File: src/hdl/mplc_consts.vh
`ifndef MPLC_CONSTS_VH
`define MPLC_CONSTS_VH

// Timing figures
`define MPLC_CLK_MHZ 100
`define MPLC_DISC_MS 200
`define MPLC_DCD_WAIT_MS 35000
`define MPLC_MASK_MS 2000
`define MPLC_DISC_CYC (`MPLC_DISC_MS * 1000 * `MPLC_CLK_MHZ)
`define MPLC_DCD_WAIT_CYC (`MPLC_DCD_WAIT_MS * 1000 * `MPLC_CLK_MHZ)
`define MPLC_MASK_CYC (`MPLC_MASK_MS * 1000 * `MPLC_CLK_MHZ)

// Mode word bit positions
`define MPLC_MODE_HOT_BIT 0
`define MPLC_MODE_FDTR_BIT 1
`define MPLC_MODE_KBD_BIT 2
`define MPLC_MODE_ROLE_BIT 3

// Register offsets
`define MPLC_REG_CFG 4'h0
`define MPLC_REG_CTRL 4'h1
`define MPLC_REG_STAT 4'h2

// Config fields
`define MPLC_CFG_HOT 0
`define MPLC_CFG_FDTR 1
`define MPLC_CFG_KBD 2
`define MPLC_CFG_ROLE 3
`define MPLC_CFG_PORT_TYPE_RS422 4
`define MPLC_CFG_BAUD_LO 5
`define MPLC_CFG_RESET 8'h00

// Control fields
`define MPLC_CTRL_OUT_CALL 0
`define MPLC_CTRL_RELEASE 1

`endif

File: src/hdl/mplc_top.v
`timescale 1ns/1ps
`include "mplc_consts.vh"

module mplc_top #(
    parameter [31:0] DISC_CYC = `MPLC_DISC_CYC,
    parameter [31:0] DCD_WAIT_CYC = `MPLC_DCD_WAIT_CYC,
    parameter [31:0] MASK_CYC = `MPLC_MASK_CYC
) (
    input wire sys_clk,
    input wire rst_n,
    input wire [3:0] reg_addr,
    input wire [7:0] reg_wdata,
    input wire reg_wr,
    input wire reg_rd,
    output reg [7:0] reg_rdata,
    input wire modem_dsr,
    input wire modem_dcd,
    input wire modem_ri,
    input wire cr_seen,
    output reg modem_dtr,
    output reg busy_out,
    output reg link_through,
    output reg prompt_en,
    output reg echo_en,
    output reg autobaud_wait,
    output reg hotline_req,
    output reg [1:0] hotline_baud
);

    // ----------------------------------------
    // States
    // ----------------------------------------
    localparam [2:0] ST_IDLE = 3'h0;
    localparam [2:0] ST_IN_WAIT = 3'h1;
    localparam [2:0] ST_IN_CALL = 3'h2;
    localparam [2:0] ST_OUT_CALL = 3'h3;
    localparam [2:0] ST_DISC = 3'h4;
    localparam [2:0] ST_MASK = 3'h5;

    reg [7:0] cfg_q;
    reg [2:0] state_q;
    reg [2:0] state_d;
    reg [31:0] cnt_q;
    reg [31:0] cnt_d;
    reg out_req_q;
    reg rel_req_q;
    reg timeout_q;
    reg [3:0] mode_w;
    reg dtr_mode_w;
    reg forced_w;
    reg hot_w;

    // ----------------------------------------
    // Mode decode
    // ----------------------------------------
    always @* begin
        if (cfg_q[`MPLC_CFG_PORT_TYPE_RS422]) begin
            mode_w = 4'h8;
        end else begin
            mode_w = {cfg_q[`MPLC_CFG_ROLE], cfg_q[`MPLC_CFG_KBD], cfg_q[`MPLC_CFG_FDTR], cfg_q[`MPLC_CFG_HOT]};
        end
        dtr_mode_w = (mode_w[3:2] == 2'h0);
        forced_w = mode_w[`MPLC_MODE_FDTR_BIT];
        hot_w = mode_w[`MPLC_MODE_HOT_BIT];
    end

    // ----------------------------------------
    // Register bus
    // ----------------------------------------
    always @(posedge sys_clk or negedge rst_n) begin
        if (!rst_n) begin
            cfg_q <= `MPLC_CFG_RESET;
            out_req_q <= 1'b0;
            rel_req_q <= 1'b0;
            reg_rdata <= 8'h00;
        end else begin
            out_req_q <= 1'b0;
            rel_req_q <= 1'b0;
            if (reg_wr && reg_addr == `MPLC_REG_CFG) begin
                cfg_q <= reg_wdata;
            end
            if (reg_wr && reg_addr == `MPLC_REG_CTRL) begin
                out_req_q <= reg_wdata[`MPLC_CTRL_OUT_CALL];
                rel_req_q <= reg_wdata[`MPLC_CTRL_RELEASE];
            end
            if (reg_rd) begin
                case (reg_addr)
                    `MPLC_REG_CFG: reg_rdata <= cfg_q;
                    `MPLC_REG_STAT: reg_rdata <= {timeout_q, modem_dtr, busy_out, 2'h0, state_q};
                    default: reg_rdata <= 8'h00;
                endcase
            end else begin
                reg_rdata <= 8'h00;
            end
        end
    end

    // ----------------------------------------
    // Call sequencer
    // ----------------------------------------
    always @* begin
        state_d = state_q;
        cnt_d = cnt_q;
        if (cnt_q != 32'h0) begin
            cnt_d = cnt_q - 32'h1;
        end
        case (state_q)
            ST_IDLE: begin
                if (!dtr_mode_w) begin
                    state_d = ST_IDLE;
                end else if (modem_ri) begin
                    state_d = ST_IN_WAIT;
                    cnt_d = DCD_WAIT_CYC;
                end else if (out_req_q) begin
                    state_d = ST_OUT_CALL;
                end
            end
            ST_IN_WAIT: begin
                if (modem_dcd && modem_dsr) begin
                    state_d = ST_IN_CALL;
                end else if (cnt_q == 32'h0 || rel_req_q) begin
                    state_d = ST_DISC;
                    cnt_d = DISC_CYC;
                end
            end
            ST_IN_CALL, ST_OUT_CALL: begin
                if (!modem_dsr || rel_req_q || (state_q == ST_IN_CALL && !modem_dcd)) begin
                    state_d = ST_DISC;
                    cnt_d = DISC_CYC;
                end
            end
            ST_DISC: begin
                if (cnt_q == 32'h0) begin
                    state_d = forced_w ? ST_MASK : ST_IDLE;
                    cnt_d = MASK_CYC;
                end
            end
            ST_MASK: begin
                if (cnt_q == 32'h0) begin
                    state_d = ST_IDLE;
                end
            end
            default: begin
                state_d = ST_IDLE;
            end
        endcase
    end

    // ----------------------------------------
    // Helper functions
    // ----------------------------------------
    // Inbound or outbound call in progress
    function call_state;
        input [2:0] st;
        begin
            call_state = (st == ST_IN_CALL) || (st == ST_OUT_CALL);
        end
    endfunction

    // One-cycle entry into the inbound call state
    function in_call_entry;
        input [2:0] st_now;
        input [2:0] st_next;
        begin
            in_call_entry = (st_now != ST_IN_CALL) && (st_next == ST_IN_CALL);
        end
    endfunction

    // DTR level that goes with the next state
    function dtr_level;
        input dtr_mode;
        input forced;
        input [2:0] st_next;
        begin
            if (!dtr_mode) begin
                dtr_level = 1'b0;
            end else if (st_next == ST_DISC) begin
                dtr_level = 1'b0;
            end else if (forced) begin
                dtr_level = 1'b1;
            end else begin
                dtr_level = (st_next == ST_IN_WAIT) || call_state(st_next);
            end
        end
    endfunction

    // ----------------------------------------
    // State and counter
    // ----------------------------------------
    always @(posedge sys_clk or negedge rst_n) begin
        if (!rst_n) begin
            state_q <= ST_IDLE;
            cnt_q <= 32'h0;
        end else begin
            state_q <= state_d;
            cnt_q <= cnt_d;
        end
    end

    // ----------------------------------------
    // Carrier timeout flag
    // ----------------------------------------
    // Kept until the next call; software cannot clear it
    always @(posedge sys_clk or negedge rst_n) begin
        if (!rst_n) begin
            timeout_q <= 1'b0;
        end else if (state_q == ST_IN_WAIT && state_d == ST_DISC && !rel_req_q) begin
            timeout_q <= 1'b1;
        end else if (call_state(state_d)) begin
            timeout_q <= 1'b0;
        end
    end

    // ----------------------------------------
    // Terminal ready lead
    // ----------------------------------------
    // DTR level
    always @(posedge sys_clk or negedge rst_n) begin
        if (!rst_n) begin
            modem_dtr <= 1'b0;
        end else begin
            modem_dtr <= dtr_level(dtr_mode_w, forced_w, state_d);
        end
    end

    // ----------------------------------------
    // Busy to outbound callers
    // ----------------------------------------
    // busy to outbound
    always @(posedge sys_clk or negedge rst_n) begin
        if (!rst_n) begin
            busy_out <= 1'b0;
        end else begin
            busy_out <= (state_d != ST_IDLE);
        end
    end

    // ----------------------------------------
    // Transparent link
    // ----------------------------------------
    // transparent path
    always @(posedge sys_clk or negedge rst_n) begin
        if (!rst_n) begin
            link_through <= 1'b0;
        end else begin
            link_through <= (state_d == ST_OUT_CALL);
        end
    end

    // ----------------------------------------
    // Prompts
    // ----------------------------------------
    // prompt gating
    always @(posedge sys_clk or negedge rst_n) begin
        if (!rst_n) begin
            prompt_en <= 1'b0;
        end else begin
            prompt_en <= (state_d == ST_IN_CALL) && modem_dcd;
        end
    end

    // ----------------------------------------
    // Echo
    // ----------------------------------------
    // echo gating
    always @(posedge sys_clk or negedge rst_n) begin
        if (!rst_n) begin
            echo_en <= 1'b0;
        end else begin
            echo_en <= (state_d == ST_IN_CALL) && modem_dcd;
        end
    end

    // ----------------------------------------
    // Autobaud wait
    // ----------------------------------------
    // autobaud wait
    always @(posedge sys_clk or negedge rst_n) begin
        if (!rst_n) begin
            autobaud_wait <= 1'b0;
        end else if (in_call_entry(state_q, state_d)) begin
            autobaud_wait <= 1'b1;
        end else if (cr_seen || state_d != ST_IN_CALL) begin
            autobaud_wait <= 1'b0;
        end
    end

    // ----------------------------------------
    // Hotline request
    // ----------------------------------------
    // hotline call
    always @(posedge sys_clk or negedge rst_n) begin
        if (!rst_n) begin
            hotline_req <= 1'b0;
        end else begin
            hotline_req <= hot_w && in_call_entry(state_q, state_d);
        end
    end

    // ----------------------------------------
    // Hotline baud
    // ----------------------------------------
    // hotline baud
    always @(posedge sys_clk or negedge rst_n) begin
        if (!rst_n) begin
            hotline_baud <= 2'h0;
        end else begin
            hotline_baud <= cfg_q[`MPLC_CFG_BAUD_LO+1:`MPLC_CFG_BAUD_LO];
        end
    end

endmodule // mplc_top

File: config.mk
export PLATFORM = sky130hd
export DESIGN_NAME = mplc_top
export DESIGN_NICKNAME = d
export VERILOG_FILES = /design/src/hdl/mplc_top.v
export VERILOG_INCLUDE_DIRS = /design/src /design/src/hdl
export SDC_FILE = /design/constraint.sdc
export NUM_CORES = 1
export LEC_CHECK = 0
export ABC_AREA = 1
export BUFFER_PORTS_ARGS = -buffer_cell sky130_fd_sc_hd__clkbuf_2
export CAP_MARGIN = 20
export CORE_UTILIZATION = 55
export CTS_CLUSTER_DIAMETER = 80
export CTS_CLUSTER_SIZE = 40
export DETAILED_ROUTE_END_ITERATION = 10
export PLACE_DENSITY = 0.85
export SLEW_MARGIN = 20
export SYNTH_ARGS = -nofsm -noshare
export SYNTH_HDL_FRONTEND = slang
export SYNTH_SLANG_ARGS = --single-unit
File: constraint.sdc
create_clock -name sys_clk -period 2.35 [get_ports sys_clk]
set_input_delay 0.3525 -clock sys_clk [delete_from_list [all_inputs] [get_ports sys_clk]]
set_output_delay 0.3525 -clock sys_clk [all_outputs]
set_load 0.02 [all_outputs]
==> results of run 1 <==
## power groups by stage
stage	clock [mW]	sequential [mW]	combinational, mW
floorplan	0	1.16	0.0501
global placement	0	1.15	0.123
detailed placement	0	1.15	0.128
CTS	0.842	1.13	0.128
global route	0.882	1.13	0.145
finish	0.836	1.13	0.127
## critical path: stages (launching register included)
cell	delay (ns)
dfrtp_1	0.39
inv_1	0.15
ha_1	0.19
inv_1	0.06
nor2_1	0.09
nand2_1	0.07
nor2_2	0.11
nand2_2	0.19
inv_2	0.33
nor2_1	0.13
a21oi_1	0.14
nand3_1	0.08
## state kept, by name, summed over array words and instances (netlist names)
signal,count
echo_en,1
rel_req_q,1
cfg_q,8
reg_rdata,8
link_through,1
hotline_req,1
cnt_q,32
timeout_q,1
state_q,3
busy_out,1
autobaud_wait,1
out_req_q,1
hotline_baud,2
modem_dtr,1
## worst max path at each step
stage | from | endpoint | slack (ns)
final | cnt_q[0] | cnt_q[28] | 0.29
after floorplan | cnt_q[0] | cnt_q[17] | 0.70
after CTS | cnt_q[0] | cnt_q[28] | 0.30
after detailed placement | cnt_q[0] | cnt_q[28] | 0.32
after global routing | cnt_q[0] | modem_dtr | 0.12
after global placement | cnt_q[0] | cnt_q[28] | 0.39
## cells in the mapped netlist (all sizes together)
library cell,number,area (sq um)
nand4,11,68.8
buf,4,35.0
a31o,2,17.5
clkbuf,1,3.75
inv,54,205
nand3,30,173
ha,3,37.5
o31ai,2,20.0
nand2,97,432
xor2,19,166
nor2,101,453
dfrtp,62,1550
or2,2,12.5
o2bb2ai,1,8.76
a31oi,2,12.5
nor3,17,125
a21oi,20,104
xnor2,4,35.0
o21ai,16,87.6
nand3b,1,7.51
nor4,1,21.3
mux2,3,33.8
o211ai,1,7.51
## kinds of logic after synthesis
kind of cell    Yosys count  share of synthesized area (%)
simple gates            260                           35.7
mux                       3                          0.934
flops                    62                           42.9
compound gates           44                           7.12
buf+inv                  59                           6.74
xor+xnor                 23                           5.57
fa+ha+maj                 3                           1.04
## metal layers
layer | global-route usage [%] | share of wire [%] | vias up
met2 | 45.3 | 48 | 145
li1 | - | - | 1537
met3 | 5.27 | 6.5 | 36
met5 | 0 | 0 | -
met1 | 35.8 | 41 | 1571
met4 | 13.6 | 3.6 | 0
## area by class of cell
| type | instances | area (sq um) | area share [%] |
|---|---|---|---|
| clock buffers | 12 | 145 | 3.59 |
| inverters | 54 | 205 | 5.07 |
| flip-flops and latches | 62 | 1550 | 38.4 |
| well taps | 77 | 96.3 | 2.38 |
| clock inverters | 3 | 21.3 | 0.526 |
| multi-input cells | 333 | 1820 | 45.1 |
| repair buffers | 39 | 203 | 5.01 |
==> out/qor.csv, run 1 <==
metric,value,unit
initial antenna violation count,0,
CTS tree,built,
Post-CTS Setup Bufs,0,
nets@finish,522,
startpoint types,flop,
clock network fraction of design power,40.0,%
Die W,83.1,um
Max-Cap Viols,0,
Period minus WS final,2.06,ns
die area,0.00691,sq mm
Worst R2R Setup Slack,0.29,ns
Initial Util,57.0,%
I/O Buffers,36,
"Cell Area, Synth",0.00362,sq mm
DRC errors left,0,
"commonest non-fill, non-tap cell in the layout",nor2_1,
Int Pwr,1.56,mW
LEAKAGE,1.95,nW
RSZ-0062 raised after global routing,false,
CTS Buffer Depth,2,
worst-path maximum fanout,14,
Core Box Area,0.00635,sq mm
Yosys reg bits,62,
placed wire-length estimate,6910,um
Synth Instances,454,
skew final,0.00560,ns
outcome,completed,
routed wire length,9070,um
Num CTS Buffers,9,
share of layout cells above drive strength 1,22.7,%
pre-CTS WS,0.317,ns
sequential-to-total area share from yosys stat,42.9,%
clock sinks,62,
fin crit share,87.8,%
reg2reg path depth,11,
post-cts hold buffer count,0,
most frequent cells in the layout,"nor2_1 (87), nand2_1 (83), dfrtp_1 (62), inv_1 (42), clkbuf_2 (36)",
Non-Filler Instances,580,
placed instance area,0.00388,sq mm
Avg WL per Cell,15.6,um
slew at the pin closest to its max-slew limit,0.787,ns
Area growth syn-to-layout,11.8,%
H-tree depth,3,
CP required,2.58,ns
clock root buffer,clkbuf_8,
yosys warns,0,
# diodes,0,
pin count of the biggest net entering global routing,63,
hold slack,0.160,ns
vias in the first global route,3193,
final hold viol count,0,
routed vias/inst,5.67,
net switching power,536,uW
register share of total power,53.9,%
reg2reg end,cnt_q[28],
"CTS clk-pin slew, worst paths",0.07,ns
post-layout util,63.7,%
Post-DRT Antenna Nets,0,
FMAX,485,MHz
GRT Total Usage,27.9,%
# IOs,37,
Final Total Pwr,2.09,mW
height of the die,83.1,um
vias,3289,
CP Data Arrival Time,2.29,ns
First-pass DRT Iterations,5,
Comb power frac,6.1,%
gr ovfl total,0,
"Design Area, Final",0.00405,sq mm
setup-violating endpoint count in the final report,0,
Initial DRC Count,285,
maximum vdd drop,410,uV
cts repair resizes,0,
filler instances,530,
setup TNS,0,ns
sw frac,25.6,%
first-pass GRT wire length,15100,um
GPL Wtd Cong,0.951,
Rows,29,
relative slew slack,47.5,%
Inst Count DP,565,
Worst-Skew Late Latency,0.35,ns
syn nets,477,
pins over their slew limit,0,
cell area power density,517,mW/mm^2
launching point of the worst reg2reg path,cnt_q[0],
"Distinct cells, synth",41,
CP Class,flop to flop,
Final WS setup,0.286,ns
Setup crit end kind,flop,
Worst Hold Class,input port to async pin,
Syn Area/Cell,7.97,sq um
Power figures use the tool's default switching activity.
==> run 2: changes to the inputs <==
CORE_UTILIZATION = 53   (was 55)
PLACE_DENSITY = 0.86   (was 0.85)
clock period = 1.65 ns   (was 2.35 ns; I/O delays follow)
==> out/qor.csv, run 2 (synthesis gave the netlist of run 1 again) <==
metric,value,unit,change
CTS tree,built,,unchanged
DRC errors left,0,,unchanged
vias in the first global route,4125,,"was 3,193"
Int Pwr,2.24,mW,was 1.56 mW
Avg WL per Cell,21.9,um,was 15.6 um
Num CTS Buffers,9,,unchanged
setup-violating endpoint count in the final report,40,,was 0
pin count of the biggest net entering global routing,63,,unchanged
Post-DRT Antenna Nets,0,,unchanged
Initial Util,56.0,%,was 57.0%
RSZ-0062 raised after global routing,true,,was false
# diodes,0,,unchanged
hold slack,0.108,ns,was 0.160 ns
Worst-Skew Late Latency,0.37,ns,was 0.35 ns
startpoint types,flop,,unchanged
Die W,84.6,um,was 83.1 um
I/O Buffers,36,,unchanged
worst-path cell chain,"inv_2, ha_4, inv_2, nor2_4, nand2_2, nor2_4, nand2_4, nand2_4, nand3_4, nand2_8, inv_12, nand2_8, o21ai_2",,"was inv_1, ha_1, inv_1, nor2_1, nand2_1, nor2_2, nand2_2, inv_2, nor2_1, a21oi_1, nand3_1"
worst-path cell with the longest stage delay,dfrtp_1,,unchanged
routed vias/inst,6.18,,was 5.67
setup TNS,-12.62,ns,was 0 ns
# IOs,37,,unchanged
GRT Total Usage,36.8,%,was 27.9%
height of the die,84.6,um,was 83.1 um
clock sinks,62,,unchanged
skew final,0.0173,ns,was 0.00560 ns
die area,0.00716,sq mm,was 0.00691 sq mm
pre-CTS WS,-0.172,ns,was 0.317 ns
Max-Cap Viols,0,,unchanged
nets@finish,646,,was 522
First-pass DRT Iterations,7,,was 5
pins over their slew limit,0,,unchanged
Inst Count DP,656,,was 565
clock root buffer,clkbuf_8,,unchanged
post-layout util,85.1,%,was 63.7%
CP Class,flop to flop,,unchanged
slew at the pin closest to its max-slew limit,0.617,ns,was 0.787 ns
Core Box Area,0.00646,sq mm,was 0.00635 sq mm
Comb power frac,6.8,%,was 6.1%
vias,4359,,"was 3,289"
maximum vdd drop,572,uV,was 410 uV
cell area power density,560,mW/mm^2,was 517 mW/mm^2
gr ovfl total,0,,unchanged
H-tree depth,3,,unchanged
placed instance area,0.00457,sq mm,was 0.00388 sq mm
relative slew slack,58.6,%,was 47.5%
max reg flops,32,,unchanged
cell family with most CP delay,simple AND/OR/NAND/NOR gates,,unchanged
most frequent cells in the layout,"buf_4 (120), nand2_1 (61), dfrtp_1 (61), nor2_1 (52)",,"was nor2_1 (87), nand2_1 (83), dfrtp_1 (62), inv_1 (42), clkbuf_2 (36)"
Final Total Pwr,3.08,mW,was 2.09 mW
register share of total power,52.5,%,was 53.9%
Setup crit end kind,flop,,unchanged
outcome,"complete, but fails checks",,was completed
sw frac,27.4,%,was 25.6%
worst-path maximum fanout,7,,was 14
net switching power,842,uW,was 536 uW
Period minus WS final,2.02,ns,was 2.06 ns
Area growth syn-to-layout,51.9,%,was 11.8%
GPL Wtd Cong,1.03,,was 0.951
FMAX,494,MHz,was 485 MHz
Reg with most FFs,cnt_q,,unchanged
Worst Hold Class,input port to flop,,was input port to async pin
initial antenna violation count,0,,unchanged
Rows,29,,unchanged
share of layout cells above drive strength 1,51.3,%,was 22.7%
CP Data Arrival Time,2.26,ns,was 2.29 ns
clock network fraction of design power,40.8,%,was 40.0%
LEAKAGE,2.71,nW,was 1.95 nW
crit path buf inv count,3,,unchanged
routed wire length,15500,um,was 9070 um
failing checks,negative setup slack,,
Non-Filler Instances,705,,was 580
"CTS clk-pin slew, worst paths",0.09,ns,was 0.07 ns
Largest regs,"cnt_q (32), cfg_q (8), reg_rdata (8)",,unchanged
Final WS setup,-0.375,ns,was 0.286 ns
CTS Buffer Depth,2,,unchanged
CP required,1.89,ns,was 2.58 ns
Initial DRC Count,714,,was 285
CP max stage delay,0.41,ns,was 0.39 ns
"Design Area, Final",0.00550,sq mm,was 0.00405 sq mm
fin crit share,123,%,was 87.8%
final hold viol count,0,,unchanged
"commonest non-fill, non-tap cell in the layout",buf_4,,was nor2_1
placed wire-length estimate,8020,um,was 6910 um
first-pass GRT wire length,19900,um,"was 15,100 um"
[run 2: cell types whose count changed in the layout (fill, tap and decap cells not counted), sizes merged]
cell,delta
buf,+122
clkbuf,-1
clkinvlp,+1
dlygate4sd3,+1
inv,+1
nand2,+1
[run 2: worst register-to-register path, stage by stage (launching register included)]
cell and delay [ns]:
dfrtp_1 0.41, inv_2 0.12, ha_4 0.16, inv_2 0.05, nor2_4 0.08, nand2_2 0.12
nor2_4 0.23, nand2_4 0.13, nand2_4 0.11, nand3_4 0.11, nand2_8 0.15, inv_12 0.07
nand2_8 0.09, o21ai_2 0.08
[run 2: path summary, 6_finish.rpt]
| path | from | endpoint | slack, ns | depth (start not counted) |
|---|---|---|---|---|
| worst max-delay path | cnt_q[0] | cnt_q[30] | -0.37 | 13 |
| worst min-delay path | reg_wdata[1] | rel_req_q | 0.11 | 3 |
| worst max register to register | cnt_q[0] | cnt_q[30] | -0.37 | 13 |
| worst min register to register | cfg_q[6] | hotline_baud[1] | 0.43 | 0 |
| max in group asynchronous | rst_n | state_q[1] | 0.93 | 3 |
| min in group asynchronous | rst_n | cnt_q[6] | 0.44 | 3 |
[run 2: timing repair]
item | 4_1_cts | 5_1_grt
pin swaps | 37 | 32
resized for setup | 75 | 57
hold buffers | 1 | 0
cloned | 1 | 0
endpoints found under the hold margin | 62 | 0
buffers inserted | 18 | 13
endpoints found under the setup margin | 38 | 40
[run 2: power groups by stage]
| stage | Sequential (mW) | Combinational (mW) | Clock [mW] |
|---|---|---|---|
| final | 1.61 | 0.208 | 1.26 |
| after CTS | 1.61 | 0.202 | 1.23 |
| after detailed placement | 1.64 | 0.197 | 0 |
| after global placement | 1.63 | 0.188 | 0 |
| after global routing | 1.62 | 0.230 | 1.32 |
| after floorplan | 1.65 | 0.0713 | 0 |
[run 2: layout make-up]
type | count | area, sq um
Multi-Input combinational cell | 334 | 2290
Sequential cell | 62 | 1550
Timing Repair Buffer | 162 | 1160
Fill cell | 332 | 962
Inverter | 54 | 220
Clock buffer | 11 | 141
Tap cell | 77 | 96.3
Clock inverter | 5 | 33.8
[run 2: per-layer routing]
| metal | wire, um | track usage, % | vias up |
|---|---|---|---|
| met4 | 1270 | 27.4 | 0 |
| met2 | 7470 | 62.4 | 382 |
| met3 | 1610 | 8.46 | 142 |
| met5 | 0 | 0 | - |
| met1 | 5120 | 40.3 | 2041 |
| li1 | - | - | 1794 |
==> run 3: changes to the inputs <==
CORE_ASPECT_RATIO = 2   (was default)
SLEW_MARGIN = 0   (was 20)
==> out/qor.csv, run 3 <==
metric,value,unit,change
Post-synth EDFFs,0,,unchanged
clock sinks,62,,unchanged
"Cell Area, Synth",0.00362,sq mm,unchanged
I/O Buffers,36,,unchanged
GPL Wtd Cong,1.06,,was 1.03
Rows,42,,was 29
pin count of the biggest net entering global routing,63,,
GRT worst endpoint,cnt_q[19]$_DFF_PN0_/D,,
Syn Area/Cell,7.97,sq um,unchanged
clock root buffer,clkbuf_16,,was clkbuf_8
top-count cell post-synth,nor2_1,,unchanged
Yosys reg bits,62,,unchanged
gr ovfl total,47,,
pre-CTS WS,-0.249,ns,was -0.172 ns
syn nets,477,,unchanged
Yosys top cell by area,dfrtp_1,,unchanged
Synth Instances,454,,unchanged
sequential-to-total area share from yosys stat,42.9,%,unchanged
height of the die,119,um,was 84.6 um
yosys warns,0,,unchanged
synth top area cells,"dfrtp_1 (43%), nor2_1 (9.0%), nand2_1 (8.6%), xor2_1 (4.6%), inv_1 (4.4%)",,unchanged
ys flop type,dfrtp_1,,unchanged
fraction of synthesis flops using an asynchronous set or reset pin,100,%,unchanged
Worst-path end type,sequential cell input,,
"Distinct cells, synth",41,,unchanged
GRT Total Usage,69.3,%,
share of the synthesized area in the top cell type,42.9,%,unchanged
Synth top cells by count,"nor2_1 (87), nand2_1 (83), dfrtp_1 (62), inv_1 (42), nand3_1 (27)",,unchanged
placed wire-length estimate,9160,um,was 8020 um
outcome,stopped before the end,,"was complete, but fails checks"
Num CTS Buffers,9,,unchanged
Err,[ERROR GRT-0232] Routing congestion too high. Check the congestion heatmap in the GUI.,,
H-tree depth,3,,unchanged
Initial Util,54.6,%,was 56.0%
Die W,60.4,um,was 84.6 um
CTS Buffer Depth,2,,unchanged
# IOs,37,,unchanged
failing step,global routing (5_1_grt),,
==> run 3: timing repair <==
item | 4_1_cts
hold endpoints to repair | 62
buffers inserted | 24
cloned | 1
hold buffers | 1
resized for setup | 63
setup endpoints to repair | 38
pin swaps | 50
==> run 3: logic make-up after synthesis <==
family | after synthesis | synth area share (%)
flip-flops | 62 | 42.9
AND/OR/NAND/NOR | 260 | 35.7
buffers and inverters | 59 | 6.74
adder cells (fa/ha/maj) | 3 | 1.04
AO/OA/AOI/OAI | 44 | 7.12
multiplexers | 3 | 0.934
XOR/XNOR | 23 | 5.57
==> run 3: layer usage <==
layer | GRT overflow | track usage [%]
met1 | 0 | 71.2
met4 | 24 | 73.0
met5 | 0 | 0
met2 | 23 | 86.4
met3 | 0 | 45.6
==> run 3: stage by stage <==
stage | area (sq um) | cells | TNS (ns) | utilization [%] | hold WS (ns)
CTS | 5310 | 707 | -1.68 | 80.2 | 0.140
floorplan | 3620 | 454 | 0 | - | -0.0481
detailed placement | 4590 | 666 | -4.18 | 69.4 | 0.292
global placement | 4590 | 666 | -2.69 | 69.4 | 0.290
==> run 4: changes to the inputs <==
CORE_ASPECT_RATIO = default   (was 2)
CORE_UTILIZATION = 40   (was 53)
CTS_CLUSTER_DIAMETER = default   (was 80)
CTS_CLUSTER_SIZE = default   (was 40)
PLACE_DENSITY = default   (was 0.86)
PLACE_DENSITY_LB_ADDON = 0.15   (was default)
clock period = 2.1 ns   (was 1.65 ns; I/O delays follow)
==> out/qor.csv, run 4 (synthesis gave the netlist of run 1 again) <==
metric,value,unit,change
outcome,completed,,was stopped before the end
CTS Buffer Depth,2,,unchanged
setup TNS,0,ns,
final hold viol count,0,,
placed instance area,0.00398,sq mm,was 0.00459 sq mm
I/O Buffers,36,,unchanged
H-tree depth,3,,unchanged
Core Box Area,0.00872,sq mm,
GRT Total Usage,21.1,%,
skew final,0.00952,ns,
first-pass GRT wire length,15500,um,
# diodes,0,,
routed wire length,9370,um,
Period minus WS final,1.91,ns,
multi-input logic area,0.00184,sq mm,
fin crit share,91.1,%,
Area growth syn-to-layout,16.5,%,
Max-Cap Viols,0,,
crit path buf inv count,4,,
Post-CTS Setup Bufs,0,,was 24
die area,0.00943,sq mm,
Worst-Skew Late Latency,0.35,ns,
Worst Hold Class,input port to flop,,
routed vias/inst,5.05,,
clock sinks,62,,unchanged
worst-path cell chain,"inv_1, ha_1, inv_1, nor2_1, nand2_1, nor2_2, nand2_4, nand2_2, nand3_4, nand2_8, inv_4, nand2_2, inv_2, o31ai_1",,
filler instances,861,,
Non-Filler Instances,619,,
most frequent cells in the layout,"nor2_1 (86), nand2_1 (83), dfrtp_1 (62), inv_1 (42), clkbuf_2 (36)",,
pin count of the biggest net entering global routing,63,,
GPL Wtd Cong,0.930,,was 1.06
DRC errors left,0,,
placed wire-length estimate,7170,um,was 9160 um
share of layout cells above drive strength 1,24.5,%,
# IOs,37,,unchanged
register area,0.00155,sq mm,
CP Class,flop to flop,,
RSZ-0062 raised after global routing,false,,
CP max stage delay,0.39,ns,
"CTS clk-pin slew, worst paths",0.07,ns,
cell area power density,606,mW/mm^2,
worst-path cell with the longest stage delay,dfrtp_1,,
setup-violating endpoint count in the final report,0,,
"commonest non-fill, non-tap cell in the layout",nor2_1,,
Largest regs,"cnt_q (32), cfg_q (8), reg_rdata (8)",,
LEAKAGE,2.02,nW,
FMAX,523,MHz,
startpoint types,flop,,
max reg flops,32,,
vias,3127,,
CTS tree,built,,
worst-path maximum fanout,9,,
initial antenna violation count,0,,
Setup crit end kind,flop,,
Initial DRC Count,186,,
height of the die,97.1,um,was 119 um
relative slew slack,70.3,%,
Final WS setup,0.186,ns,
pre-CTS WS,0.150,ns,was -0.249 ns
Inst Count DP,602,,was 666
Avg WL per Cell,15.1,um,
CP Data Arrival Time,2.16,ns,
Die W,97.1,um,was 60.4 um
clock root buffer,clkbuf_8,,was clkbuf_16
cell family with most CP delay,simple AND/OR/NAND/NOR gates,,
Num CTS Buffers,9,,unchanged
First-pass DRT Iterations,5,,
hold slack,0.171,ns,
nets@finish,529,,
gr ovfl total,0,,
Post-DRT Antenna Nets,0,,
pins over their slew limit,0,,
Reg with most FFs,cnt_q,,
slew at the pin closest to its max-slew limit,0.445,ns,
Rows,34,,was 42
"Design Area, Final",0.00422,sq mm,
Initial Util,41.5,%,was 54.6%
CP required,2.35,ns,
maximum vdd drop,365,uV,
vias in the first global route,3106,,
## run 4: metal layers
metal	track usage [%]	wire (um)	vias to the layer above
li1	-	-	1550
met1	28.9	4430	1466
met2	32.2	4250	86
met3	3.96	397	25
met4	10.4	292	0
met5	0	0	-
## run 4: worst paths after layout
check,startpoint,end,slack (ns),cells past startpoint
max reg2reg,cnt_q[0],cnt_q[21],0.19,14
max in group asynchronous,rst_n,cnt_q[23],1.30,3
min in group asynchronous,rst_n,hotline_baud[1],0.51,3
max,cnt_q[0],cnt_q[21],0.19,14
min,reg_wdata[0],out_req_q,0.17,3
min reg2reg,cfg_q[5],hotline_baud[0],0.40,0
## run 4: worst reg2reg max path, delay by kind of cell (launching register included)
family | cells | cell delay [ns]
AOI/OAI and AO/OA | 1 | 0.06
adders and majority gates | 1 | 0.19
buffers and inverters | 4 | 0.32
DFF | 1 | 0.39
and+or+nand+nor | 8 | 0.86
## run 4: final cells by class
cell class	count	area share, %
sequential	62	36.8
tap	108	3.20
timing repair buffer	46	6.41
clock inverter	4	1.28
multi-input combinational	333	43.5
inverter	54	4.87
clock buffer	12	3.92
## run 4: power by group
part	switching [mW]	total, mW	internal, mW
Clock	0.501	1.15	0.647
Sequential	0.0240	1.26	1.24
Combinational	0.0925	0.145	0.0524
## run 4: per-stage QoR
step	util [%]	power, mW
after global placement	45.6	1.43
after floorplan	-	1.35
after detailed placement	45.6	1.43
final	48.4	2.56
after global routing	48.4	2.66
after CTS	48.2	2.57
## run 4: what timing repair did
item	4_1_cts	5_1_grt
setup endpoints to repair	0	7
hold buffers	1	0
resized for setup	0	3
hold endpoints to repair	56	0
